### src/include/timer8_defines.svh
`ifndef TIMER8_DEFINES_SVH
`define TIMER8_DEFINES_SVH

// register offsets on the plain register port
`define TMR_ADDR_W        3
`define TMR_OFS_CONTROL   3'h0
`define TMR_OFS_COUNT     3'h1
`define TMR_OFS_COMPARE   3'h2
`define TMR_OFS_FLAGS     3'h3
`define TMR_OFS_MASK      3'h4

// timer_control_reg fields
`define TMR_CS_LSB        0
`define TMR_CS_MSB        2
`define TMR_WGM_LSB       3
`define TMR_WGM_MSB       4
`define TMR_COM_LSB       5
`define TMR_COM_MSB       6
`define TMR_FOC_BIT       7

// timer_flag_reg and timer_mask_reg fields
`define TMR_OVF_BIT       0
`define TMR_CMP_BIT       1

// counter extremes and reset values
`define TMR_BOTTOM        8'h00
`define TMR_MAX           8'hff
`define TMR_BELOW_MAX     8'hfe
`define TMR_ABOVE_BOTTOM  8'h01
`define TMR_RST_BYTE      8'h00

// prescaler taps, as low-bit masks of the 10-bit prescaler
`define TMR_PRE_W         10
`define TMR_TAP_8         10'h007
`define TMR_TAP_64        10'h03f
`define TMR_TAP_256       10'h0ff
`define TMR_TAP_1024      10'h3ff

`endif

### src/include/timer8_pkg.sv
package timer8_pkg;

   typedef enum logic [1:0] {
      mode_normal    = 2'b00,
      mode_phase_pwm = 2'b01,
      mode_ctc       = 2'b10,
      mode_fast_pwm  = 2'b11
   } wave_mode_e;

   typedef enum logic [2:0] {
      src_stopped  = 3'b000,
      src_div1     = 3'b001,
      src_div8     = 3'b010,
      src_div64    = 3'b011,
      src_div256   = 3'b100,
      src_div1024  = 3'b101,
      src_ext_fall = 3'b110,
      src_ext_rise = 3'b111
   } clock_source_e;

   typedef logic [1:0] output_action_t;

endpackage : timer8_pkg

### src/rtl/timer8_compare_unit.sv
// Local design decisions: the plain strobed port and the address map.
`timescale 1ns/1ps
`include "timer8_defines.svh"

// Functional notes
// - zero is bottom, all ones is maximum
// - top is maximum or compare value by mode
// - counter and compare value eight bits wide
// - flags in flag register, masked per bit
// - three select bits pick tick; zero stops
// - clear, increment or decrement per tick
// - counter readable and writable at any time
// - counter write beats clear and count
// - two mode bits pick count sequence
// - overflow flag per mode, usable as request
// - compare continuously; flag on following tick
// - compare request needs flag, enable, global
// - flag cleared on service or writing one
// - PWM modes buffer compare, load at maximum
// - non-PWM modes write compare directly
// - force strobe acts like match on output, non-PWM modes only, no flag
// - counter write blocks match next tick
// - output state kept across mode change
// - action bits act immediately, unbuffered
// - output from match, mode, action, extremes
// - output state zero after reset
// - nonzero action overrides port output value
// - action zero means no output change
// - mode two clears counter on match

`timescale 1ns/1ps
`include "timer8_defines.svh"

module timer8_compare_unit (
   input  wire logic                   sys_clk_in,
   input  wire logic                   reset_in,
   input  wire logic [`TMR_ADDR_W-1:0] addr_in,
   input  wire logic [7:0]             wr_data_in,
   input  wire logic                   wr_in,
   input  wire logic                   rd_in,
   input  wire logic                   global_irq_enable_in,
   input  wire logic                   overflow_ack_in,
   input  wire logic                   compare_ack_in,
   input  wire logic                   external_count_input_in,
   input  wire logic                   port_value_in,
   input  wire logic                   port_dir_in,
   output logic [7:0]                  rd_data_out,
   output logic                        overflow_irq_out,
   output logic                        compare_irq_out,
   output logic                        pin_value_out,
   output logic                        pin_oe_out
);
   import timer8_pkg::*;

   clock_source_e  clock_source_select;
   wave_mode_e     waveform_mode_select;
   output_action_t compare_output_action;
   logic [7:0]     count_value;
   logic [7:0]     compare_value;
   logic [7:0]     compare_buffer;
   logic           overflow_flag;
   logic           compare_match_flag;
   logic           overflow_irq_enable;
   logic           compare_irq_enable;
   logic           block_match;
   logic           counting_down;

   clock_source_e  next_clock_source_select;
   wave_mode_e     next_waveform_mode_select;
   output_action_t next_compare_output_action;
   logic [7:0]     next_count_value;
   logic [7:0]     next_compare_value;
   logic [7:0]     next_compare_buffer;
   logic           next_overflow_flag;
   logic           next_compare_match_flag;
   logic           next_overflow_irq_enable;
   logic           next_compare_irq_enable;
   logic           next_block_match;
   logic           next_counting_down;
   logic [7:0]     next_rd_data;
   logic           next_overflow_irq;
   logic           next_compare_irq;
   logic           next_pin_value;

   logic           timer_tick;
   logic           compare_output;
   logic           is_pwm;
   logic           raw_match;
   logic           match_event;
   logic           overflow_event;
   logic           bottom_event;
   logic           reload_event;
   logic           force_event;
   logic           wr_control;
   logic           wr_count;
   logic           wr_compare;
   logic           wr_flags;
   logic           wr_mask;
   logic [7:0]     top_value;

   // one-hot write decode for a register offset
   function automatic logic hit(input logic [`TMR_ADDR_W-1:0] a,
                                input logic [`TMR_ADDR_W-1:0] ofs);
      hit = (a == ofs);
   endfunction : hit

   timer8_tick_select u_tick (
      .sys_clk_in              (sys_clk_in),
      .reset_in                (reset_in),
      .clock_source_select_in  (clock_source_select),
      .external_count_input_in (external_count_input_in),
      .timer_tick_out          (timer_tick)
   );

   timer8_waveform u_wave (
      .sys_clk_in               (sys_clk_in),
      .reset_in                 (reset_in),
      .waveform_mode_select_in  (waveform_mode_select),
      .compare_output_action_in (compare_output_action),
      .match_event_in           (match_event),
      .force_event_in           (force_event),
      .bottom_event_in          (bottom_event),
      .counting_down_in         (counting_down),
      .compare_output_out       (compare_output)
   );

   // write decode and event detection
   always_comb begin
      wr_control = wr_in && hit(addr_in, `TMR_OFS_CONTROL);
      wr_count   = wr_in && hit(addr_in, `TMR_OFS_COUNT);
      wr_compare = wr_in && hit(addr_in, `TMR_OFS_COMPARE);
      wr_flags   = wr_in && hit(addr_in, `TMR_OFS_FLAGS);
      wr_mask    = wr_in && hit(addr_in, `TMR_OFS_MASK);
      is_pwm     = waveform_mode_select[0];
      // top is compare value only in clear-on-match mode
      top_value  = (waveform_mode_select == mode_ctc) ? compare_value : `TMR_MAX;
      raw_match  = (count_value == compare_value);
      match_event = timer_tick && raw_match && !block_match;
      force_event = wr_control && wr_data_in[`TMR_FOC_BIT] && !is_pwm;
      bottom_event = timer_tick && (waveform_mode_select == mode_fast_pwm)
                     && (count_value == `TMR_MAX);
      if (waveform_mode_select == mode_phase_pwm) begin
         overflow_event = timer_tick && counting_down && (count_value == `TMR_BOTTOM);
         reload_event   = timer_tick && !counting_down && (count_value == `TMR_MAX);
      end else begin
         overflow_event = timer_tick && (count_value == `TMR_MAX)
                          && !(waveform_mode_select == mode_ctc && match_event);
         reload_event   = bottom_event;
      end
   end

   // next values of counter, direction and match blocking
   always_comb begin
      next_count_value   = count_value;
      next_counting_down = counting_down;
      if (timer_tick) begin
         case (waveform_mode_select)
            mode_ctc: begin
               if (match_event && count_value == top_value) begin
                  next_count_value = `TMR_BOTTOM;
               end else begin
                  next_count_value = count_value + 8'h01;
               end
            end
            mode_phase_pwm: begin
               if (!counting_down && count_value == `TMR_MAX) begin
                  next_counting_down = 1'b1;
                  next_count_value   = `TMR_BELOW_MAX;
               end else if (counting_down && count_value == `TMR_BOTTOM) begin
                  next_counting_down = 1'b0;
                  next_count_value   = `TMR_ABOVE_BOTTOM;
               end else if (counting_down) begin
                  next_count_value = count_value - 8'h01;
               end else begin
                  next_count_value = count_value + 8'h01;
               end
            end
            default: begin
               next_count_value = count_value + 8'h01;
            end
         endcase
         if (waveform_mode_select != mode_phase_pwm) begin
            next_counting_down = 1'b0;
         end
      end
      if (wr_count) begin
         next_count_value = wr_data_in;
      end
      if (wr_count) begin
         next_block_match = 1'b1;
      end else if (timer_tick) begin
         next_block_match = 1'b0;
      end else begin
         next_block_match = block_match;
      end
   end

   // next values of control, compare and mask registers
   always_comb begin
      next_clock_source_select   = clock_source_select;
      next_waveform_mode_select  = waveform_mode_select;
      next_compare_output_action = compare_output_action;
      next_compare_value         = compare_value;
      next_compare_buffer        = compare_buffer;
      next_overflow_irq_enable   = overflow_irq_enable;
      next_compare_irq_enable    = compare_irq_enable;
      if (wr_control) begin
         next_clock_source_select   = clock_source_e'(wr_data_in[`TMR_CS_MSB:`TMR_CS_LSB]);
         next_waveform_mode_select  = wave_mode_e'(wr_data_in[`TMR_WGM_MSB:`TMR_WGM_LSB]);
         next_compare_output_action = wr_data_in[`TMR_COM_MSB:`TMR_COM_LSB];
      end
      if (is_pwm && reload_event) begin
         next_compare_value = compare_buffer;
      end
      if (wr_compare) begin
         next_compare_buffer = wr_data_in;
         if (!is_pwm) begin
            next_compare_value = wr_data_in;
         end
      end
      if (wr_mask) begin
         next_overflow_irq_enable = wr_data_in[`TMR_OVF_BIT];
         next_compare_irq_enable  = wr_data_in[`TMR_CMP_BIT];
      end
   end

   // sticky flags: a new event beats a clear in the same cycle
   always_comb begin
      next_overflow_flag = overflow_event || (overflow_flag
         && !(wr_flags && wr_data_in[`TMR_OVF_BIT]) && !overflow_ack_in);
      next_compare_match_flag = match_event || (compare_match_flag
         && !(wr_flags && wr_data_in[`TMR_CMP_BIT]) && !compare_ack_in);
      next_overflow_irq = overflow_flag && overflow_irq_enable
                          && global_irq_enable_in;
      next_compare_irq  = compare_match_flag && compare_irq_enable
                          && global_irq_enable_in;
      next_pin_value = (compare_output_action != 2'b00) ? compare_output
                                                        : port_value_in;
   end

   // read data, valid in the cycle after the read strobe
   always_comb begin
      next_rd_data = `TMR_RST_BYTE;
      if (!rd_in) begin
         next_rd_data = `TMR_RST_BYTE;
      end else if (hit(addr_in, `TMR_OFS_CONTROL)) begin
         next_rd_data = {1'b0, compare_output_action, waveform_mode_select,
                         clock_source_select};
      end else if (hit(addr_in, `TMR_OFS_COUNT)) begin
         next_rd_data = count_value;
      end else if (hit(addr_in, `TMR_OFS_COMPARE)) begin
         next_rd_data = compare_buffer;
      end else if (hit(addr_in, `TMR_OFS_FLAGS)) begin
         next_rd_data = {6'h00, compare_match_flag, overflow_flag};
      end else if (hit(addr_in, `TMR_OFS_MASK)) begin
         next_rd_data = {6'h00, compare_irq_enable, overflow_irq_enable};
      end
   end

   // register all state
   always_ff @(posedge sys_clk_in) begin
      if (reset_in) begin
         clock_source_select   <= src_stopped;
         waveform_mode_select  <= mode_normal;
         compare_output_action <= 2'b00;
         count_value           <= `TMR_RST_BYTE;
         compare_value         <= `TMR_RST_BYTE;
         compare_buffer        <= `TMR_RST_BYTE;
         overflow_flag         <= 1'b0;
         compare_match_flag    <= 1'b0;
         overflow_irq_enable   <= 1'b0;
         compare_irq_enable    <= 1'b0;
         block_match           <= 1'b0;
         counting_down         <= 1'b0;
         rd_data_out           <= `TMR_RST_BYTE;
         overflow_irq_out      <= 1'b0;
         compare_irq_out       <= 1'b0;
         pin_value_out         <= 1'b0;
         pin_oe_out            <= 1'b0;
      end else begin
         clock_source_select   <= next_clock_source_select;
         waveform_mode_select  <= next_waveform_mode_select;
         compare_output_action <= next_compare_output_action;
         count_value           <= next_count_value;
         compare_value         <= next_compare_value;
         compare_buffer        <= next_compare_buffer;
         overflow_flag         <= next_overflow_flag;
         compare_match_flag    <= next_compare_match_flag;
         overflow_irq_enable   <= next_overflow_irq_enable;
         compare_irq_enable    <= next_compare_irq_enable;
         block_match           <= next_block_match;
         counting_down         <= next_counting_down;
         rd_data_out           <= next_rd_data;
         overflow_irq_out      <= next_overflow_irq;
         compare_irq_out       <= next_compare_irq;
         pin_value_out         <= next_pin_value;
         pin_oe_out            <= port_dir_in;
      end
   end
endmodule : timer8_compare_unit

### src/rtl/timer8_tick_select.sv
`timescale 1ns/1ps
`include "timer8_defines.svh"

module timer8_tick_select (
   input  wire logic                  sys_clk_in,
   input  wire logic                  reset_in,
   input  wire timer8_pkg::clock_source_e clock_source_select_in,
   input  wire logic                  external_count_input_in,
   output logic                       timer_tick_out
);
   import timer8_pkg::*;

   logic [`TMR_PRE_W-1:0] prescale;
   logic [`TMR_PRE_W-1:0] next_prescale;
   logic                  ext_prev;
   logic                  next_tick;

   // free-running prescaler and source choice; stopped gives no tick
   always_comb begin
      next_prescale = prescale + `TMR_PRE_W'(1);
      case (clock_source_select_in)
         src_div1:     next_tick = 1'b1;
         src_div8:     next_tick = &(prescale | ~`TMR_TAP_8);
         src_div64:    next_tick = &(prescale | ~`TMR_TAP_64);
         src_div256:   next_tick = &(prescale | ~`TMR_TAP_256);
         src_div1024:  next_tick = &(prescale | ~`TMR_TAP_1024);
         src_ext_fall: next_tick = ext_prev & ~external_count_input_in;
         src_ext_rise: next_tick = ~ext_prev & external_count_input_in;
         default:      next_tick = 1'b0;
      endcase
   end

   // registers
   always_ff @(posedge sys_clk_in) begin
      if (reset_in) begin
         prescale       <= '0;
         ext_prev       <= 1'b0;
         timer_tick_out <= 1'b0;
      end else begin
         prescale       <= next_prescale;
         ext_prev       <= external_count_input_in;
         timer_tick_out <= next_tick;
      end
   end
endmodule : timer8_tick_select

### src/rtl/timer8_waveform.sv
`timescale 1ns/1ps
`include "timer8_defines.svh"

module timer8_waveform (
   input  wire logic                       sys_clk_in,
   input  wire logic                       reset_in,
   input  wire timer8_pkg::wave_mode_e     waveform_mode_select_in,
   input  wire timer8_pkg::output_action_t compare_output_action_in,
   input  wire logic                       match_event_in,
   input  wire logic                       force_event_in,
   input  wire logic                       bottom_event_in,
   input  wire logic                       counting_down_in,
   output logic                            compare_output_out
);
   import timer8_pkg::*;

   logic next_oc;

   // output state from match, mode, action bits and bottom
   always_comb begin
      next_oc = compare_output_out;
      case (waveform_mode_select_in)
         mode_normal, mode_ctc: begin
            if (match_event_in || force_event_in) begin
               case (compare_output_action_in)
                  2'b01:   next_oc = ~compare_output_out;
                  2'b10:   next_oc = 1'b0;
                  2'b11:   next_oc = 1'b1;
                  default: next_oc = compare_output_out;
               endcase
            end
         end
         mode_fast_pwm: begin
            if (match_event_in && compare_output_action_in[1]) begin
               next_oc = compare_output_action_in[0];
            end
            if (bottom_event_in && compare_output_action_in[1]) begin
               next_oc = ~compare_output_action_in[0];
            end
         end
         default: begin
            if (match_event_in && compare_output_action_in[1]) begin
               next_oc = compare_output_action_in[0] ^ counting_down_in;
            end
         end
      endcase
   end

   // state register, zero after reset
   always_ff @(posedge sys_clk_in) begin
      if (reset_in) begin
         compare_output_out <= 1'b0;
      end else begin
         compare_output_out <= next_oc;
      end
   end
endmodule : timer8_waveform

### config.mk
export PLATFORM = sky130hd
export DESIGN_NAME = timer8_compare_unit
export DESIGN_NICKNAME = d
export VERILOG_FILES = /design/src/include/timer8_pkg.sv /design/src/rtl/timer8_compare_unit.sv /design/src/rtl/timer8_tick_select.sv /design/src/rtl/timer8_waveform.sv
export VERILOG_INCLUDE_DIRS = /design/src /design/src/include
export SDC_FILE = /design/constraint.sdc
export NUM_CORES = 1
export LEC_CHECK = 0
export CAP_MARGIN = 10
export CORE_MARGIN = 2
export CORE_UTILIZATION = 50
export CTS_CLUSTER_DIAMETER = 120
export DETAILED_ROUTE_END_ITERATION = 8
export DONT_BUFFER_PORTS = 1
export GPL_ROUTABILITY_DRIVEN = 0
export REMOVE_ABC_BUFFERS = 1
export SYNTH_ARGS = -nofsm -noshare
export SYNTH_HDL_FRONTEND = slang
export SYNTH_HIERARCHICAL = 1
export SYNTH_SLANG_ARGS = --single-unit
### constraint.sdc
create_clock -name sys_clk_in -period 2.2 [get_ports sys_clk_in]
set_input_delay 0.22 -clock sys_clk_in [delete_from_list [all_inputs] [get_ports sys_clk_in]]
set_output_delay 0.22 -clock sys_clk_in [all_outputs]
set_load 0.1 [all_outputs]
* After elaboration in Yosys (flattened, before gate mapping)
Index checks and enable logic that the tools add are counted.
** Storage, ports and cells
- Flip-flop bits (word level) :: 62
- Bits of input ports :: 21
- Output and inout port bits :: 12
** Cells by class
- Reductions and logical operators :: 62
- Equality and inequality tests :: 24
- $add $sub $neg :: 3
- Bitwise operators :: 8
- Muxes and demuxes :: 32
** Operator list (count)
- $mux W8 :: 12
- $logic_and A1 B1 Y1 :: 34
- $eq A8 B8 Y1 :: 2
- $pmux W8 S2 :: 1
- $eq A3 B3 Y1 const B :: 5
- $mux W1 :: 13
- $eq A3 B2 Y1 const B :: 4
- $add A10 B1 Y10 const B :: 1
- $reduce_and A10 Y1 :: 1
- $add A8 B1 Y8 const B :: 1
- $eq A2 B2 Y1 const B :: 4
- $eq A8 B8 Y1 const B :: 1
- $logic_not A1 Y1 :: 8
- $logic_not A8 Y1 :: 1
- $reduce_and A8 Y1 :: 1
- $sub A8 B1 Y8 const B :: 1
- $mux W7 :: 1
- $pmux W1 S7 :: 1
- $eq A3 B1 Y1 const B :: 2
- $reduce_and A3 Y1 :: 2
- $reduce_and A6 Y1 :: 1
- $reduce_bool A2 Y1 :: 3
- $reduce_bool A3 Y1 :: 2
- $not A1 Y1 :: 5
- other kinds (15) :: 22

* Depth between registers and ports, before layout
Gate-level depths: netlist of the first run.
- Depth in word-level cells :: 8
- Gate-level depth with buffers :: 9
- Depth with buffers taken out :: 8

* By module
The synthesis of the first run kept the hierarchy.
** Modules (own cells, without submodules)
- timer8_compare_unit :: cells each 371, sequential area each 980.9 µm², area each 2871.5 µm², times used 1
- timer8_tick_select :: cells each 58, sequential area each 240.2 µm², area each 530.5 µm², times used 1
- timer8_waveform :: cells each 18, sequential area each 20.0 µm², area each 132.6 µm², times used 1

* Least setup slack after synthesis of the first run
OpenSTA, ideal clock, no wires.
- Kind :: register to register
- From :: register waveform_mode_select[0]
- To :: register count_value[0]
- Period minus slack after synthesis :: 1859 ps
- Path buffers :: 0
- Library setup time :: 115 ps
- Path slack :: 341 ps
- Arrival time :: 1744 ps
- Cell stages (with the launch flop) :: 6
- Path through :: dfxtp_1 > inv_1 > ha_1 > o41ai_1 > mux2i_1 > o21a_1
** Between the ends
- Cells in the longest elaborated chain, start to end :: 8
- Elaborated cells on any way between the ends :: 9
- Classes of those cells :: 3 x eq/ne; 5 x mux; 1 x reduce/logical
** RTL lines
- from (decl) :: line timer8_compare_unit.sv:56 : wave_mode_e waveform_mode_select;
- from (signal assigned) :: line timer8_compare_unit.sv:264 : waveform_mode_select <= mode_normal;
- from (signal assigned) :: line timer8_compare_unit.sv:282 : waveform_mode_select <= next_waveform_mode_select;
- $eq A2 B2 Y1 :: line timer8_compare_unit.sv:136, timer8_compare_unit.sv:157
- $mux W8 (no source line)
- $eq A8 B8 Y1 :: line timer8_compare_unit.sv:159 : if (match_event && count_value == top_value) begin
- $logic_and A1 B1 Y1 :: line timer8_compare_unit.sv:159
- $mux W8 :: line timer8_compare_unit.sv:159
- $pmux W8 S2 * :: line timer8_compare_unit.sv:157 : case (waveform_mode_select)
- $mux W8 * :: line timer8_compare_unit.sv:156 : if (timer_tick) begin
- $mux W8 * :: line timer8_compare_unit.sv:186 : if (wr_count) begin
- to (signal assigned) :: line timer8_compare_unit.sv:266 : count_value <= `TMR_RST_BYTE;
- to (signal assigned) :: line timer8_compare_unit.sv:284 : count_value <= next_count_value;
- to (decl) :: line timer8_compare_unit.sv:58 : logic [7:0] count_value;
Mark *: on every way between the ends. The rest lies on a longest branch, timed or not. The select of a mux whose other input is x is not followed.
A chain may end at the register's enable or synchronous reset.

* Final worst setup path of the first run
Ends and elaborated chain as after synthesis.

==> summary.txt, run 1 <==
Run status
  • Status: completed

STA
  • Max-slew headroom: 55.21%
  • Setup violations, final: 0
  • Min Tclk post-route: between 2 and 2.5 ns
  • Worst Skew: roughly 0.0086 ns
  • F_max: 490.4 MHz
  • Endpoints failing hold: 0
  • Tcrit/Tclk final: 92.69%
  • Worst Max-Slew Pin Slew: approximately 0.67 ns
  • Final hold slack: 0.005098 ns
  • TNS Setup: 0 ns
  • Pins Over Slew Limit: 0
  • RSZ-0062 raised after global routing: no

Power
  • Leak: 1.552 nW
  • Max VDD drop: 544.6 µV
  • Pwr Total: 2.856 mW
  • P per Cell Area: 691.3 nW/µm²

Global route
  • Total GRT Usage: between 20% and 30%
  • Vias in the first global route: 3,087
  • Total grt overflow: 0
  • Initial antenna violation count: 0
  • Largest net degree at the start of global routing: 42
  • First-pass GRT wire length: ~16,000 µm

Final layout
  • Multi-input logic area: 2121 µm²
  • Fill count: 663
  • # diodes: 0
  • Layout Area Growth over Synthesis: 16.88%
  • Register area: 1242 µm²
  • Final nets: 502
  • Layout cell share with drive strength beyond 1: roughly 14%

Setup path
  • Reg2reg start: waveform_mode_select[0]
  • FF-to-FF setup slack: 0.16 ns
  • Worst setup EP type: flop
  • Setup crit start: waveform_mode_select[0]
  • Reg2reg end: count_value[0]
  • Crit start category: flop
  • CP max FO: 6
  • Crit Path Class: reg -> reg
  • Reg2reg path depth: 6
  • CP required: approximately 2.4 ns
  • WP data arrival: 2.28 ns

Worst hold path
  • HP Start: port_value_in
  • Worst hold endpoint: pin_value_out
  • Worst Hold Depth: 2
  • Hold Crit Class: in -> reg

Clock network
  • Clock-pin transition on the worst setup and hold timing paths: 0.08 ns
  • CTS tree: built
  • Max Root-Sink Buffers: 2
  • Worst-Skew Late Latency: 0.35 ns
  • Clk Tree Root Cell: clkbuf_8
  • Post-CTS Setup Bufs: 0
  • H-tree levels: 3
  • TritonCTS Buffers: 9
  • Clock sinks: just over 60

Detailed routing
  • Detailed Route Iter0 Violations: 311
  • Final wirelength: around 10,000 µm
  • Via-to-Cell Ratio: 5.930
  • Vias: 3,398
  • DRT Pass-1 Iters: 5
  • Avg WL per Cell: ~18 µm
  • Antenna Nets Post-Route: 0
  • DRC: 0

Die
  • I/O Pins: 33
  • Chip width: 88.08 µm
  • DIE AREA: 7758 µm²
  • Core area: 6832 µm²
  • Initial Utilization: between 50% and 60%
  • Die Height: 88.08 µm
  • Row count: 30

Logic synthesis
  • YS warnings: 6
  • Post-synthesis sequential area ratio: around a third
  • Most used DFF post-synth: dfxtp_1
  • Post-Synthesis Cells: approximately 450
  • Post-Syn Area: 3535 µm²
  • Number of synthesized flops with an enable pin: 0
  • Synth async-reset ratio: 0%
  • Post-synthesis register bit count: 62
  • Syn avg cell area: 7.907 µm²
  • Distinct cells, synth: 69

Flow run
  • MaxCap Viol Count: 0

Place
  • PortBufs: 0
  • Dpl hpwl: 7176 µm
[routing by layer]
layer  vias to the layer above  part of all wire [%]  track usage [%]
met5                         -                     0                0
met4                         0                   1.6            7.851
met3                        18                   7.6            4.618
met2                       128                    43            39.94
met1                      1613                    48            42.12
li1                       1639                     -                -
[cells by family (layout without fill, tap and decap cells)]
group / count (synthesis) / after routing / share of synthesized area (%)
AO/OA/AOI/OAI: 107 / 107 / 20.64
XOR/XNOR: 18 / 18 / 4.460
adder cells (fa/ha/maj): 9 / 9 / 3.186
buffers and inverters: 40 / 70 / 4.885
flip-flops: 62 / 62 / 35.12
multiplexers: 8 / 8 / 2.301
AND/OR/NAND/NOR: 203 / 203 / 29.42
[worst max-delay path, cell delays in order (launching register included)]
cell	delay [ns]
dfxtp_1	0.41
inv_1	0.10
ha_1	0.42
o41ai_1	0.55
buf_4	0.21
mux2i_1	0.07
o21a_1	0.19
[metrics by stage]
stage | cell area (µm²) | worst slack, ns | instances | util [%]
floorplan | 3418 | 0.2679 | 422 | -
global placement | 3764 | 0.2225 | 548 | 55.09
detailed placement | 3764 | 0.1814 | 548 | 55.09
CTS | 4130 | 0.1585 | 573 | 60.46
global route | 4131 | 0.03574 | 573 | 60.48
finish | 4131 | 0.1609 | 573 | 60.48
[cell usage in the layout (no fill, tap or decap), types with 12 or more instances in the layout]
| cell | synthesis | routed |
|---|---|---|
| o21ai_0 | 19 | 19 |
| nor3_1 | 16 | 16 |
| inv_1 | 14 | 14 |
| nor2_1 | 40 | 40 |
| buf_4 | 2 | 30 |
| xnor2_1 | 14 | 14 |
| dfxtp_1 | 62 | 61 |
| nand2_1 | 60 | 60 |
| a21oi_1 | 38 | 38 |
| nand2b_1 | 12 | 12 |
[cell type report]
class                   count  share of cell area (%)
clock buffers               9                   2.998
clock inverters             7                   3.452
inverters                  15                   1.363
multi-input cells         345                   51.33
flip-flops and latches     62                   30.07
well taps                  96                   2.907
repair buffers             39                   7.874
[power breakdown]
part           total, mW  switching (mW)  leakage (nW)  internal, mW
logic              0.305           0.170         0.915         0.135
registers           1.19          0.0345         0.503          1.15
clock network       1.37           0.492         0.134         0.873
[cell usage after synthesis, drive strengths merged (9+ instances only)]
master	count	share of area, %
nand2	61	6.5
nor2	41	4.4
dfxtp	62	35
nor3	17	2.5
or3	13	2.4
inv	14	1.5
nand2b	12	2.1
ha	9	3.2
a21oi	38	5.4
nor2b	11	1.9
nand3	12	1.8
o21ai	21	3.0
xnor2	14	3.5
clkbuf	10	1.1
buf	15	2.2
[flip-flops by register name, indices dropped and copies added, names as in the netlist, 2 cells and up]
name                   flops
rd_data_out                8
count_value                8
compare_buffer             8
clock_source_select        3
waveform_mode_select       2
compare_value              8
compare_output_action      2
u_tick/prescale           10
[timing repair]
action / CTS / global route
gates resized for setup: 0 / 1
setup endpoints to repair: 0 / 1
hold buffers: 9 / 0
endpoints found under the hold margin: 41 / 0
[worst max path at each step]
stage | end | slack, ns | cells after the start
after floorplan | u_wave/compare_output_out | 0.27 | 8
final | count_value[0] | 0.16 | 6
after CTS | u_wave/compare_output_out | 0.16 | 8
after global routing | u_wave/compare_output_out | 0.04 | 8
after detailed placement | u_wave/compare_output_out | 0.18 | 8
after global placement | count_value[0] | 0.22 | 6
Power figures use the tool's default switching activity.
==> run 2, diff against run 1 <==
--- a/config.mk
+++ b/config.mk
@@ -6,13 +6,16 @@
 export SDC_FILE = /design/constraint.sdc
 export NUM_CORES = 1
 export LEC_CHECK = 0
-export CAP_MARGIN = 10
+export CAP_MARGIN = 15
+export CELL_PAD_IN_SITES_DETAIL_PLACEMENT = 0
+export CELL_PAD_IN_SITES_GLOBAL_PLACEMENT = 1
 export CORE_MARGIN = 2
-export CORE_UTILIZATION = 50
+export CORE_UTILIZATION = 47
 export CTS_CLUSTER_DIAMETER = 120
 export DETAILED_ROUTE_END_ITERATION = 8
 export DONT_BUFFER_PORTS = 1
 export GPL_ROUTABILITY_DRIVEN = 0
+export PLACE_DENSITY_LB_ADDON = 0.1
 export REMOVE_ABC_BUFFERS = 1
 export SYNTH_ARGS = -nofsm -noshare
 export SYNTH_HDL_FRONTEND = slang
==> run 2 against run 1 <==
  * Via count is 4.1% lower
  * Total power decreased by 12%
  * Final cell count increased by 0.52%
  * Combinational power barely moved
  * Sequential share of layout area up 0.41 points
  * Critical path depth up 2
  * Clock-buffer cell count rose by 1
  * Flip-flop and latch count unchanged
  * Die area up 6.1%
  * Global-route usage down 2.2 points
==> summary.txt, run 2 (synthesis results as in run 1) <==
Run status
  • Status: completed

Global route
  • Vias in the first global route: 3,123 (+1.2%)
  • First-pass GRT wire length: 16,390 µm (+0.47%)
  • Initial antenna violation count: 1 (+1)
  • Largest net degree at the start of global routing: 42 (unchanged)
  • Total grt overflow: 0 (unchanged)
  • Total GRT Usage: 25.45% (-2.2 points)

Final layout
  • # diodes: 0 (unchanged)
  • Most common cell after layout, fill and taps aside: dfxtp_1
  • Layout Area Growth over Synthesis: 15.19%
  • Largest Register: u_tick/prescale
  • Layout cell share with drive strength beyond 1: 14.05% (unchanged)
  • Final nets: 502 (unchanged)
  • Commonest cells after routing, fill and taps aside: dfxtp_1 (62), nand2_1 (60), nor2_1 (40)
  • Largest register FFs: 10 (unchanged)

STA
  • Tcrit/Tclk final: 90.15% (-2.5 points)
  • Pins Over Slew Limit: 0 (unchanged)
  • Max-slew headroom: 54.03% (-1.2 points)
  • Final worst slack: 0.2168 ns (+0.05586 ns)
  • RSZ-0062 raised after global routing: no
  • Min Tclk post-route: 1.983 ns (-0.05586 ns)
  • F_max: 504.2 MHz (+2.8%)
  • Worst Max-Slew Pin Slew: 0.6833 ns (+0.01760 ns)
  • Endpoints failing hold: 0 (unchanged)
  • Worst Skew: 0.009104 ns (+0.0005443 ns)
  • TNS Setup: 0 ns (unchanged)
  • Setup violations, final: 0 (unchanged)

Power
  • Max VDD drop: 431.1 µV (-21%)
  • Leak: 1.517 nW (-2.3%)
  • P per Cell Area: 614.7 nW/µm² (-11%)
  • Pwr Total: 2.503 mW (-12%)

Worst hold path
  • HP Start: port_value_in
  • Hold Crit Class: in -> reg
  • Worst Hold Depth: 2 (unchanged)
  • Worst hold endpoint: pin_value_out

Detailed routing
  • DRT Pass-1 Iters: 4 (-1)
  • Antenna Nets Post-Route: 0 (unchanged)
  • Via-to-Cell Ratio: 5.658 (-4.6%)
  • Avg WL per Cell: 17.51 µm (-1.4%)
  • Final wirelength: 10,090 µm (-0.91%)
  • DRC: 0 (unchanged)
  • Vias: 3,259 (-4.1%)
  • Detailed Route Iter0 Violations: 186 (-40%)

Clock network
  • Worst-Skew Late Latency: 0.34 ns (about the same)
  • Max Root-Sink Buffers: 2 (unchanged)
  • Clk Tree Root Cell: clkbuf_8
  • H-tree levels: 3 (unchanged)
  • CTS tree: built
  • Clock-pin transition on the worst setup and hold timing paths: 0.07 ns (about the same)
  • TritonCTS Buffers: 9 (unchanged)
  • Clock sinks: 62 (unchanged)

Setup path
  • CP max FO: 6 (unchanged)
  • Crit start category: flop
  • CP required: 2.46 ns (+0.02 ns)
  • Worst setup EP type: flop
  • FF-to-FF setup slack: 0.22 ns (+0.06 ns)
  • Crit Path Class: reg -> reg
  • Reg2reg end: u_wave/compare_output_out
  • Reg2reg path depth: 8 (+2)
  • Reg2reg start: count_value[1]
  • WP data arrival: 2.24 ns (-0.04 ns)

Die
  • I/O Pins: 33 (unchanged)
  • DIE AREA: 8230 µm² (+6.1%)
  • Core area: 7253 µm² (+6.2%)
  • Die Height: 90.72 µm (+3.0%)
  • Chip width: 90.72 µm (+3.0%)
  • Row count: 31 (+3.3%)
  • Initial Utilization: 48.73% (-3.0 points)

Place
  • Pre-CTS setup slack: 0.1713 ns (-0.01011 ns)
  • Dpl hpwl: 7131 µm (-0.62%)
  • PortBufs: 0 (unchanged)

Flow run
  • MaxCap Viol Count: 0 (unchanged)
## run 2: final cells by class
cell class | instances | area (µm²)
multi-input cells | 345 | 2127
inverters | 15 | 56.30
fillers | 726 | 3182
well taps | 99 | 123.9
repair buffers | 39 | 325.3
clock inverters | 6 | 70.07
clock buffers | 10 | 127.6
flip-flops and latches | 62 | 1241
## run 2: worst max-delay path by stage
| stage | start | endpoint | slack [ns] | depth (start not counted) |
|---|---|---|---|---|
| 2_1_floorplan | count_value[6] | u_wave/compare_output_out | 0.27 | 8 |
| 3_3_place_gp | count_value[1] | u_wave/compare_output_out | 0.13 | 8 |
| 3_5_place_dp | count_value[1] | u_wave/compare_output_out | 0.17 | 8 |
| 4_1_cts | count_value[1] | u_wave/compare_output_out | 0.15 | 8 |
| 5_1_grt | count_value[3] | u_wave/compare_output_out | 0.04 | 8 |
| 6_report | count_value[1] | u_wave/compare_output_out | 0.22 | 8 |
## run 2: worst max-delay path: stages (launching register included)
cell and delay (ns):
dfxtp_1 0.45, ha_1 0.25, and3_2 0.28, and2_1 0.19, and3_1 0.19, nand3_1 0.10
nand4b_1 0.11, o21ai_1 0.08, o32ai_2 0.25
## run 2: metrics by stage
stage	hold slack (ns)	utilization [%]	area, µm²	instances
2_1_floorplan	0.2867	-	3418	422
3_3_place_gp	0.2917	51.94	3767	551
3_5_place_dp	0.2928	51.94	3767	551
4_1_cts	0.001472	55.91	4055	575
5_1_grt	0.01141	56.13	4071	576
6_report	0.01392	56.13	4071	576
## run 2: power breakdown
part	internal, mW	switching [mW]	leakage [nW]
Sequential	1.15	0.0343	0.503
Clock	0.531	0.480	0.101
Combinational	0.134	0.171	0.914
Total	1.82	0.685	1.52
## run 2: what timing repair did
action | 4_1_cts | 5_1_grt
endpoints found under the setup margin | 0 | 2
buffers inserted | 0 | 0
gates resized for setup | 0 | 2
hold buffers | 8 | 1
hold endpoints to repair | 41 | 1
## run 2: per-layer routing
metal | part of all wire, % | GRT usage (%) | up-vias
li1 | - | - | 1644
met1 | 48 | 35.76 | 1504
met2 | 45 | 39.18 | 97
met3 | 5.5 | 5.008 | 14
met4 | 1.4 | 8.077 | 0
met5 | 0 | 0 | -
==> run 3, diff against run 2 <==
--- a/config.mk
+++ b/config.mk
@@ -9,6 +9,7 @@
 export CAP_MARGIN = 15
 export CELL_PAD_IN_SITES_DETAIL_PLACEMENT = 0
 export CELL_PAD_IN_SITES_GLOBAL_PLACEMENT = 1
+export CORE_ASPECT_RATIO = 2
 export CORE_MARGIN = 2
 export CORE_UTILIZATION = 47
 export CTS_CLUSTER_DIAMETER = 120
==> run 3 against run 2 <==
  * Design area up 0.83%
  * Utilization is 0.36 points higher
  * Combinational power decreased by 1%
  * Clock power grew 44%
  * Clock skew shrank 0.0052 ns
  * Flip-flop and latch count unchanged
  * First-iteration DRC count fell by 4.8%
  * Largest power group is now the clock network
  * Highest routed layer unchanged
==> summary.txt, run 3 (synthesis results as in run 1) <==
Die
  • DIE AREA: 8272 µm² (+0.51%)
  • Row count: 44 (+42%)
  • Initial Utilization: 48.64% (-0.092 points)
  • Die Height: 126.6 µm (+40%)
  • Core area: 7267 µm² (+0.19%)
  • Chip width: 65.32 µm (-28%)
  • I/O Pins: 33 (unchanged)

Setup path
  • Crit-path max cell delay: 0.52 ns (+0.07 ns)
  • Reg2reg start: count_value[3]
  • Critical path buffers and inverters: 1 (+1)
  • Crit start category: flop
  • FF-to-FF setup slack: 0.16 ns (-0.06 ns)
  • Reg2reg end: count_value[5]
  • Crit Path Class: reg -> reg
  • Crit-path slowest cell: dfxtp_1
  • Top Family by Delay on Critical Path: flip-flops
  • Reg2reg path depth: 6 (-2)
  • Crit. path cell count: 6 (-2)
  • Worst setup EP type: flop
  • CP required: 2.40 ns (-0.06 ns)
  • WP data arrival: 2.25 ns (about the same)
  • Worst path cell trace: xnor2_1 > nand4_1 > or3_1 > buf_4 > a211oi_4 > o22ai_1
  • CP max FO: 7 (+1)

Place
  • Dpl cell area: 3774 µm² (+0.17%)
  • PortBufs: 0 (unchanged)
  • Dpl hpwl: 7987 µm (+12%)

Clock network
  • CTS tree: built
  • Clock sinks: 62 (unchanged)
  • Worst-Skew Late Latency: 0.33 ns (about the same)
  • H-tree levels: 3 (unchanged)
  • Clock-pin transition on the worst setup and hold timing paths: 0.06 ns (about the same)
  • TritonCTS Buffers: 9 (unchanged)
  • Clk Tree Root Cell: clkbuf_16
  • Max Root-Sink Buffers: 2 (unchanged)

Final layout
  • # diodes: 0 (unchanged)
  • Largest register FFs: 10 (unchanged)
  • Layout cell share with drive strength beyond 1: 14.86% (+0.82 points)
  • Commonest cells after routing, fill and taps aside: nand2_1 (60), dfxtp_1 (60), nor2_1 (40)
  • Largest Register: u_tick/prescale
  • Final nets: 496 (-1.2%)
  • Fin area: 4105 µm² (+0.83%)
  • Layout Area Growth over Synthesis: 16.14%
  • Fill count: 725 (-0.14%)

Run status
  • Status: completed

Worst hold path
  • Hold Crit Class: in -> reg
  • Worst Hold Depth: 1 (-1)
  • Worst hold endpoint: pin_oe_out
  • HP Start: port_dir_in

Global route
  • Largest net degree at the start of global routing: 42 (unchanged)
  • Total grt overflow: 0 (unchanged)
  • Vias in the first global route: 3,305 (+5.8%)
  • Total GRT Usage: 27.54% (+2.1 points)
  • First-pass GRT wire length: 17,130 µm (+4.5%)
  • Initial antenna violation count: 0 (-1)

Power
  • Clock group share of total power: 49.2% (+8.8 points)
  • Logic pwr share: 10.3% (-1.9 points)
  • P per Cell Area: 716.1 nW/µm² (+17%)
  • Leak: 1.534 nW (+1.1%)
  • Switching Share: 25.34% (-2.0 points)
  • Pint: 2.195 mW (+21%)
  • Max VDD drop: 482.0 µV (+12%)
  • Flop pwr share: 40.6% (-6.8 points)
  • Psw: 0.7449 mW (+8.7%)

Detailed routing
  • Final wirelength: 10,820 µm (+7.3%)
  • Via-to-Cell Ratio: 5.948 (+5.1%)
  • Avg WL per Cell: 19.22 µm (+9.7%)
  • Antenna Nets Post-Route: 0 (unchanged)
  • DRC: 0 (unchanged)
  • DRT Pass-1 Iters: 4 (unchanged)
  • Detailed Route Iter0 Violations: 177 (-4.8%)
  • Vias: 3,349 (+2.8%)

STA
  • Endpoints failing hold: 0 (unchanged)
  • Pins Over Slew Limit: 0 (unchanged)
  • F_max: 489.3 MHz (-3.0%)
  • Tcrit/Tclk final: 92.90% (+2.8 points)
  • Setup violations, final: 0 (unchanged)
  • Max-slew headroom: 66.44% (+12 points)
  • Worst Max-Slew Pin Slew: 0.5022 ns (-0.1811 ns)
  • Min Tclk post-route: 2.044 ns (+0.06053 ns)
  • TNS Setup: 0 ns (unchanged)
  • RSZ-0062 raised after global routing: no
  • Worst Skew: 0.003912 ns (-0.005193 ns)

Flow run
  • MaxCap Viol Count: 0 (unchanged)
==> run 3: cell types whose count changed in the layout (fill, tap and decap cells not counted), sizes merged <==
cell	delta
clkinvlp	+3
dlygate4sd3	-8
buf	+2
clkinv	-3
==> run 3: power groups by stage <==
| stage | sequential, mW | combinational [mW] | clock [mW] |
|---|---|---|---|
| floorplan | 1.24 | 0.176 | 0 |
| global placement | 1.22 | 0.279 | 0 |
| detailed placement | 1.22 | 0.282 | 0 |
| CTS | 1.19 | 0.301 | 1.47 |
| global route | 1.20 | 0.327 | 1.51 |
| finish | 1.19 | 0.302 | 1.45 |
==> run 3: cell type report <==
type | instances | area [µm²] | share of cell area [%]
Clock buffer | 10 | 239.0 | 5.821
Clock inverter | 6 | 70.07 | 1.707
Inverter | 15 | 56.30 | 1.372
Multi-Input combinational cell | 345 | 2121 | 51.66
Sequential cell | 62 | 1244 | 30.30
Tap cell | 92 | 115.1 | 2.804
Timing Repair Buffer | 33 | 260.3 | 6.340
==> run 3: worst max-delay path by stage <==
stage	startpoint	to	slack, ns
floorplan	count_value[6]	u_wave/compare_output_out	0.27
finish	count_value[3]	count_value[5]	0.16
global placement	count_value[0]	u_wave/compare_output_out	0.18
detailed placement	count_value[0]	u_wave/compare_output_out	0.11
CTS	count_value[0]	u_wave/compare_output_out	0.09
global route	count_value[3]	count_value[2]	0.02
==> run 3: layer usage <==
layer,track usage (%),up-vias,share of wire [%]
li1,-,1632,-
met4,16.18,0,4.9
met5,0,-,0
met3,5.496,31,4.2
met2,48.80,91,54
met1,29.16,1595,37
==> run 3: metrics by stage <==
stage          instances  power, mW  util, %  hold slack (ns)  setup WS [ns]
2_1_floorplan        422      1.415        -           0.2867         0.2679
3_3_place_gp         546      1.494    51.93           0.2937         0.1798
3_5_place_dp         546      1.499    51.93           0.2950         0.1117
4_1_cts              563      2.966    56.46         0.009672        0.08747
5_1_grt              563      3.035    56.49          0.01166        0.02257
6_report             563      2.940    56.49          0.01909         0.1563
==> run 3: timing repair <==
action | in CTS | in global routing
setup endpoints to repair | 0 | 4
hold endpoints to repair | 41 | 0
gates resized for setup | 0 | 2
hold buffers | 1 | 0
setup buffers | 0 | 0
